**config.mk**
```make
export PLATFORM = sky130hd
export DESIGN_NAME = pia_phy_access
export DESIGN_NICKNAME = d
export VERILOG_FILES = /design/src/pia_phy_access.v
export VERILOG_INCLUDE_DIRS = /design/src
export SDC_FILE = /design/constraint.sdc
export NUM_CORES = 1
export LEC_CHECK = 0
export BUFFER_PORTS_ARGS = -buffer_cell sky130_fd_sc_hd__buf_2
export CAP_MARGIN = 30
export CORE_MARGIN = 5
export CORE_UTILIZATION = 60
export DETAILED_ROUTE_END_ITERATION = 12
export GPL_TIMING_DRIVEN = 0
export PLACE_DENSITY = 0.95
export SETUP_SLACK_MARGIN = 0.05
export SLEW_MARGIN = 10
export SYNTH_ARGS = -nofsm -noshare
export SYNTH_HDL_FRONTEND = slang
export SYNTH_SLANG_ARGS = --single-unit
export TNS_END_PERCENT = 1
```
**constraint.sdc**
```tcl
create_clock -name clk -period 6 [get_ports clk]
set_input_delay 1.2 -clock clk [delete_from_list [all_inputs] [get_ports clk]]
set_output_delay 1.2 -clock clk [all_outputs]
set_load 0.01 [all_outputs]
```
**src/pia_regs.vh**
```
// register map, field layout, reset values and timing for the phy access block
// Function
// - internal phy answers only at address 1; externals avoid 0, 1, 31
// - indirect command: busy bit31, read bit30, reserved 29:8, address 7:0
// - read bit 0 copies indirect data into the selected mac register
// - read bit 1 loads the selected mac register into indirect data
// - setting busy starts a mac transfer; busy clears when it completes
// - address, direction and busy are taken from one command write
// - phy command: address 15:11, index 10:6, reserved 5:2, write bit1, busy bit0
// - write bit 0 reads the selected phy register into phy data
// - write bit 1 writes phy data into the selected phy register
// - writing busy 1 starts a phy cycle; busy clears when it finishes
// - all phy command fields are taken from one write
// - identifier registers 2 and 3 show presence; internal phy at address 1
// - absent phy reads all ones in both identifier registers
// - control bit 15 resets the phy and clears itself when done
// - advertise, set enable 12 and restart 9; status bit 5 reports done
// - auto-negotiation completes within 1.5 seconds
// - 10 mbit strap disables auto-negotiation, 10 half duplex; software overrides
// - 100 mbit strap with non-negotiating partner falls back to 100 half
`ifndef PIA_REGS_VH
`define PIA_REGS_VH
`define PIA_MAC_PHY_CMD 8'h06
`define PIA_MAC_PHY_DATA 8'h07
`define PIA_MAC_DUPLEX 8'h01
`define PIA_DUPLEX_BIT 20
`define PIA_IC_BUSY 31
`define PIA_IC_RD 30
`define PIA_PC_ADDR_HI 15
`define PIA_PC_ADDR_LO 11
`define PIA_PC_IDX_HI 10
`define PIA_PC_IDX_LO 6
`define PIA_PC_WR 1
`define PIA_PC_BUSY 0
`define PIA_INT_PHY_ADDR 5'h01
`define PIA_PHY_CTRL 5'h00
`define PIA_PHY_STAT 5'h01
`define PIA_PHY_ID1 5'h02
`define PIA_PHY_ID2 5'h03
`define PIA_PHY_ADV 5'h04
`define PIA_PHY_LPA 5'h05
`define PIA_CTL_RESET 15
`define PIA_CTL_AN_EN 12
`define PIA_CTL_AN_RST 9
`define PIA_CTL_SPEED 13
`define PIA_CTL_FDX 8
`define PIA_ST_AN_DONE 5
`define PIA_ADV_RESET 16'h01E1
`define PIA_ST_RESET 16'h7809
`define PIA_RST_TIME_US 10
`define PIA_AN_TIME_MS 1500
`define PIA_CLK_MHZ 100
`endif

```
**src/pia_phy_access.v**
```verilog
// mac indirect command path, phy access pair and a modelled internal phy
`timescale 1ns/1ps
`include "pia_regs.vh"
module pia_phy_access #(
  parameter [15:0] ID1_VAL = 16'h1234, // arbitrary identity value
  parameter [15:0] ID2_VAL = 16'h5678, // arbitrary identity value
  parameter RST_CYCLES = `PIA_RST_TIME_US * `PIA_CLK_MHZ,
  parameter AN_CYCLES = `PIA_AN_TIME_MS * 1000 * `PIA_CLK_MHZ
) (
  input wire clk, // core clock
  input wire rst, // sync reset, active high
  input wire cmd_we, // host write strobe, indirect command
  input wire [31:0] cmd_wdata, // indirect command write value
  output wire [31:0] cmd_rdata, // indirect command readback
  input wire data_we, // host write strobe, indirect data
  input wire [31:0] data_wdata, // indirect data write value
  output wire [31:0] data_rdata, // indirect data readback
  input wire speed_10_strap, // speed strap, 1 selects 10 mbit
  input wire partner_can_an, // link partner negotiates
  input wire [15:0] partner_ability, // partner ability word
  output wire duplex_full // mac duplex select
);
  // ------------------------------------------------------------------
  // host side indirect pair
  // ------------------------------------------------------------------
  localparam [2:0] ST_IDLE = 3'b001;
  localparam [2:0] ST_MAC = 3'b010;
  localparam [2:0] ST_PHY = 3'b100;
  reg [2:0] state_ff;
  reg ic_busy_ff, ic_rd_ff;
  reg [7:0] ic_sel_ff;
  reg [31:0] idata_ff;
  reg [15:0] pc_ff; // reserved bits held zero
  reg [15:0] pdata_ff;
  reg duplex_ff;
  reg [15:0] ctl_ff, adv_ff;
  reg an_done_ff;
  reg [31:0] rst_cnt_ff, an_cnt_ff;
  reg strap_seen_ff;
  wire [4:0] p_addr = pc_ff[`PIA_PC_ADDR_HI:`PIA_PC_ADDR_LO];
  wire [4:0] p_idx = pc_ff[`PIA_PC_IDX_HI:`PIA_PC_IDX_LO];
  wire p_hit = (p_addr == `PIA_INT_PHY_ADDR);
  reg [15:0] phy_rd;
  reg [31:0] mac_rd;
  assign cmd_rdata = {ic_busy_ff, ic_rd_ff, 22'h0, ic_sel_ff};
  assign data_rdata = idata_ff;
  assign duplex_full = duplex_ff;
  // ------------------------------------------------------------------
  // read muxes
  // ------------------------------------------------------------------
  always @* begin
    phy_rd = 16'hFFFF;
    if (p_hit) begin
      case (p_idx)
        `PIA_PHY_CTRL: phy_rd = ctl_ff;
        `PIA_PHY_STAT: phy_rd = `PIA_ST_RESET |
          {10'h0, an_done_ff, 5'h0};
        `PIA_PHY_ID1: phy_rd = ID1_VAL;
        `PIA_PHY_ID2: phy_rd = ID2_VAL;
        `PIA_PHY_ADV: phy_rd = adv_ff;
        `PIA_PHY_LPA: phy_rd = partner_ability;
        default: phy_rd = 16'h0000;
      endcase
    end
  end
  always @* begin
    case (ic_sel_ff)
      `PIA_MAC_PHY_CMD: mac_rd = {16'h0, pc_ff};
      `PIA_MAC_PHY_DATA: mac_rd = {16'h0, pdata_ff};
      `PIA_MAC_DUPLEX: mac_rd = {11'h0, duplex_ff, 20'h0};
      default: mac_rd = 32'h0000_0000;
    endcase
  end
  // ------------------------------------------------------------------
  // sequencer: one cycle for the mac move, one for the phy cycle
  // ------------------------------------------------------------------
  wire reset_busy = ctl_ff[`PIA_CTL_RESET];
  always @(posedge clk) begin
    if (rst) begin
      state_ff <= ST_IDLE;
      ic_busy_ff <= 1'b0;
      ic_rd_ff <= 1'b0;
      ic_sel_ff <= 8'h00;
      idata_ff <= 32'h0000_0000;
      pc_ff <= 16'h0000;
      pdata_ff <= 16'h0000;
      duplex_ff <= 1'b0;
    end else begin
      if (data_we && !ic_busy_ff)
        idata_ff <= data_wdata;
      case (state_ff)
        ST_IDLE: begin
          if (cmd_we && cmd_wdata[`PIA_IC_BUSY]) begin
            ic_busy_ff <= 1'b1;
            ic_rd_ff <= cmd_wdata[`PIA_IC_RD];
            ic_sel_ff <= cmd_wdata[7:0];
            state_ff <= ST_MAC;
          end
        end
        ST_MAC: begin
          ic_busy_ff <= 1'b0;
          state_ff <= ST_IDLE;
          if (ic_rd_ff) begin
            idata_ff <= mac_rd;
          end else begin
            case (ic_sel_ff)
              `PIA_MAC_PHY_CMD: begin
                // reserved bits dropped; busy only starts a cycle
                pc_ff <= {idata_ff[15:6], 4'h0, idata_ff[1:0]};
                if (idata_ff[`PIA_PC_BUSY])
                  state_ff <= ST_PHY;
              end
              `PIA_MAC_PHY_DATA: pdata_ff <= idata_ff[15:0];
              `PIA_MAC_DUPLEX: duplex_ff <= idata_ff[`PIA_DUPLEX_BIT];
              default: ;
            endcase
          end
        end
        ST_PHY: begin
          if (!pc_ff[`PIA_PC_WR])
            pdata_ff <= phy_rd;
          pc_ff[`PIA_PC_BUSY] <= 1'b0;
          state_ff <= ST_IDLE;
          // indirect busy already reads low here, so a new command is legal
          if (cmd_we && cmd_wdata[`PIA_IC_BUSY]) begin
            ic_busy_ff <= 1'b1;
            ic_rd_ff <= cmd_wdata[`PIA_IC_RD];
            ic_sel_ff <= cmd_wdata[7:0];
            state_ff <= ST_MAC;
          end
        end
        default: state_ff <= ST_IDLE;
      endcase
    end
  end
  // ------------------------------------------------------------------
  // internal phy control, reset and auto-negotiation
  // ------------------------------------------------------------------
  wire phy_wr = (state_ff == ST_PHY) && pc_ff[`PIA_PC_WR] && p_hit;
  always @(posedge clk) begin
    if (rst) begin
      ctl_ff <= 16'h0000;
      adv_ff <= `PIA_ADV_RESET;
      an_done_ff <= 1'b0;
      rst_cnt_ff <= 32'h0000_0000;
      an_cnt_ff <= 32'h0000_0000;
      strap_seen_ff <= 1'b0;
    end else begin
      if (!strap_seen_ff) begin
        // strap caught after reset release
        strap_seen_ff <= 1'b1;
        ctl_ff <= speed_10_strap ? 16'h0000 : 16'h3000;
      end else if (phy_wr && p_idx == `PIA_PHY_CTRL) begin
        ctl_ff <= pdata_ff;
        an_done_ff <= 1'b0;
        rst_cnt_ff <= 32'h0000_0000;
        an_cnt_ff <= 32'h0000_0000;
      end else if (reset_busy) begin
        if (rst_cnt_ff >= RST_CYCLES - 1) begin
          ctl_ff <= speed_10_strap ? 16'h0000 : 16'h3000;
          an_cnt_ff <= 32'h0000_0000;
        end else
          rst_cnt_ff <= rst_cnt_ff + 32'h1;
      end else if (ctl_ff[`PIA_CTL_AN_EN] && !an_done_ff) begin
        if (an_cnt_ff >= AN_CYCLES / 2) begin
          if (partner_can_an) begin
            an_done_ff <= 1'b1;
            ctl_ff[`PIA_CTL_AN_RST] <= 1'b0;
          end else begin
            // fallback to 100 half, negotiation off
            ctl_ff <= 16'h2000;
          end
        end else
          an_cnt_ff <= an_cnt_ff + 32'h1;
      end
      if (phy_wr && p_idx == `PIA_PHY_ADV)
        adv_ff <= pdata_ff;
    end
  end
endmodule // pia_phy_access

```
==> metrics.md <==
| Metric | Value |
|---|---|
| Max VDD drop | `~0.27 mV` |
| Fin. max-slew vios | `0` |
| Arrival time worst endpoint | `a little under 3 ns` |
| Fmax | `approximately 370 MHz` |
| Worst hold start | `data_rdata[28]$_SDFF_PP0_` |
| Final wirelength | `approximately 22000 um` |
| Clock Tree Buf Depth | `2` |
| Critical path peak fanout | `10` |
| Clk sink count | `172` |
| RSZ-0062 raised after global routing | `no` |
| Hpwl dp | `around 16000 um` |
| CTS buffer count | `17` |
| Most frequent cell after synthesis | `dfxtp_1` |
| Non-filler cells, final | `roughly 1200` |
| CTS H-tree depth | `4` |
| Post-synthesis async set-or-reset flop share | `0` |
| CP startpoint kind | `input pin` |
| Fillers | `930` |
| Placer congestion estimate | `between 0.9 and 1` |
| Seq/Total Area, Yosys | `0.446` |
| Initial Util | `0.612` |
| Number of I/O port buffers | `roughly 110` |
| Critical path endpoint category | `flip-flop` |
| Final setup skew | `0.0108 ns` |
| Routed vias | `between 7000 and 8000` |
| WHS Path Cells | `2` |
| Root buf cell | `clkbuf_16` |
| Mapped Area | `~7700 um^2` |
| Worst Reg-to-Reg Cells | `7` |
| Netlist cell types | `65` |
| Worst flop-to-flop path startpoint | `ic_sel_ff[4]$_SDFFE_PP0P_` |
| Synth area leader | `dfxtp_1` |
| Top cells by area, synth | `dfxtp_1 45%, mux2i_1 6.1%, nand2_1 5.9%` |
| Antenna diode instance count | `0` |
| Detailed router's first-iteration violation count | `approximately 1000` |
| Synth top cells by count | `172 x dfxtp_1, 122 x nand2_1, 80 x a21oi_1, 59 x nor2_1, 47 x mux2i_1` |
| Synth Flop Type | `dfxtp_1` |
| Status | `completed` |
| Post-CTS Repair Setup Buffers | `0` |
| Clock transition at the registers of the reported paths | `around 0.070 ns` |
| Layout cells sized above 1 | `0.189` |
| Synth warn | `0` |
| DRC Markers | `0` |
| # IOs | `151` |
| Number of synthesized flops with an enable pin | `0` |
| Chip height | `123 um` |
| Dpl cells | `1187` |
| Leakage power total | `approximately 3.5 nW` |
| Relative slew slack | `0.477` |
| Vias per cell | `~6` |
| Final core utilization | `0.722` |
| Reg-to-reg slack, setup | `between 3 and 4 ns` |
| Clk_lat worst skew | `around 0.44 ns` |
| PD cells | `264 nW/um^2` |
| Area grow syn2layout | `18.0%` |
| ANT nets after route | `0` |
| GRT Util Overall | `0.290` |
| Post-CTS resize count | `0` |
| Maximum number of pins on one net before global-route repair | `17` |
| Die area | `~15000 um^2` |
| Hold WC Path Type | `reg -> reg` |
| Hold buffer count at cts | `0` |
| Worst EP required | `about 6.3 ns` |
| First-pass GRT wire length | `approximately 35000 um` |
| Hold Path Sink | `data_rdata[28]$_SDFF_PP0_` |
| Final setup viols | `0` |
| Worst-Margin Slew | `0.775 ns` |
| Syn Inst Count | `roughly 900` |
| 1st-pass router iterations | `6` |
| Critical path class | `in -> reg` |
| Minimum clock period | `2.69 ns` |
| Setup TNS | `0 ns` |
| Yosys top cell area share | `0.446` |
| GR Overflow Total | `0` |
| FF+latch count, synth | `172` |
| Core area | `roughly 13000 um^2` |
| Nets | `1125` |
| Worst hold margin | `about 0.45 ns` |
| Row count | `41` |
| Final hold vios | `0` |
| Initial antenna violation count | `0` |
| Vias in the first global route | `7056` |
| Routed WL per cell | `~18 um` |
| CTS tree | `built` |
| Post-Syn Area per Cell | `between 8 and 9 um^2` |
| Die Wd | `between 100 and 150 um` |
| Period utilization | `0.448` |
| Design Power | `2.40 mW` |
| Number of max-cap violations | `0` |
| RR Endpoint | `pdata_ff[3]$_SDFFE_PP0P_` |
## kinds of logic after synthesis
logic type	share of synthesized area
fa+ha+maj	0.00486
xor+xnor	0.0102
compound gates	0.173
flops	0.446
simple gates	0.236
buf+inv	0.0625
other cells	0.000486
mux	0.0668
## through the flow
stage | worst slack, ns | instance area, um^2
after floorplan | 3.47 | 7800
final | 3.31 | 9110
after CTS | 3.35 | 9100
after global placement | 2.92 | 8540
after global routing | 3.22 | 9110
after detailed placement | 2.89 | 8540
## how the worst max path moves through the flow
stage,slack (ns),to,start
5_1_grt,3.22,data_rdata[12]$_SDFF_PP0_,data_we
4_1_cts,3.35,data_rdata[12]$_SDFF_PP0_,data_we
3_5_place_dp,2.89,data_rdata[12]$_SDFF_PP0_,data_we
6_report,3.31,data_rdata[12]$_SDFF_PP0_,data_we
2_1_floorplan,3.47,data_rdata[11]$_SDFF_PP0_,data_we
3_3_place_gp,2.92,data_rdata[12]$_SDFF_PP0_,data_we
## power by group
group,switching [mW],internal (mW)
Clock,0.468,0.586
Sequential,0.0189,1.16
Combinational,0.101,0.0686
Total,0.587,1.82
## sequential cells by signal, summed over array words and instances, names as in the netlist, 3 cells and up
signal / flops
adv_ff: 16
an_cnt_ff: 32
ctl_ff: 16
data_rdata: 32
ic_sel_ff: 8
pc_ff: 12
pdata_ff: 16
rst_cnt_ff: 32
state_ff: 3
## layout by cell type, fill, tap and decap left out, drive strengths merged, types with 17 or more instances in the layout
cell	n
a21oi	80
and2	31
buf	150
clkbuf	58
conb	22
dfxtp	172
mux2i	47
nand2	122
nand3	24
nand4	22
nor2	60
o211ai	17
o21ai	33
or3	20
## worst max-delay path, stage by stage
cell and delay (ns):
buf_2 0.08, nor2b_1 0.11, clkbuf_1 0.56, clkbuf_1 0.64, mux2i_1 0.27, o22ai_1 0.11
## routing by layer
metal / global-route usage / share of wire
met5: 0 / 0
met4: 0.139 / 0.040
met3: 0.0750 / 0.11
met2: 0.459 / 0.46
met1: 0.369 / 0.39
## cell type report
cell class / count / area [um^2] / area share
Tap cell: 172 / 215 / 0.0236
Buffer: 81 / 434 / 0.0476
Sequential cell: 172 / 3440 / 0.378
Timing Repair Buffer: 107 / 538 / 0.0590
Multi-Input combinational cell: 644 / 3870 / 0.425
Inverter: 13 / 48.8 / 0.00535
Clock buffer: 20 / 447 / 0.0490
Clock inverter: 12 / 114 / 0.0125
Note: power is estimated with default switching activity, not from simulation.
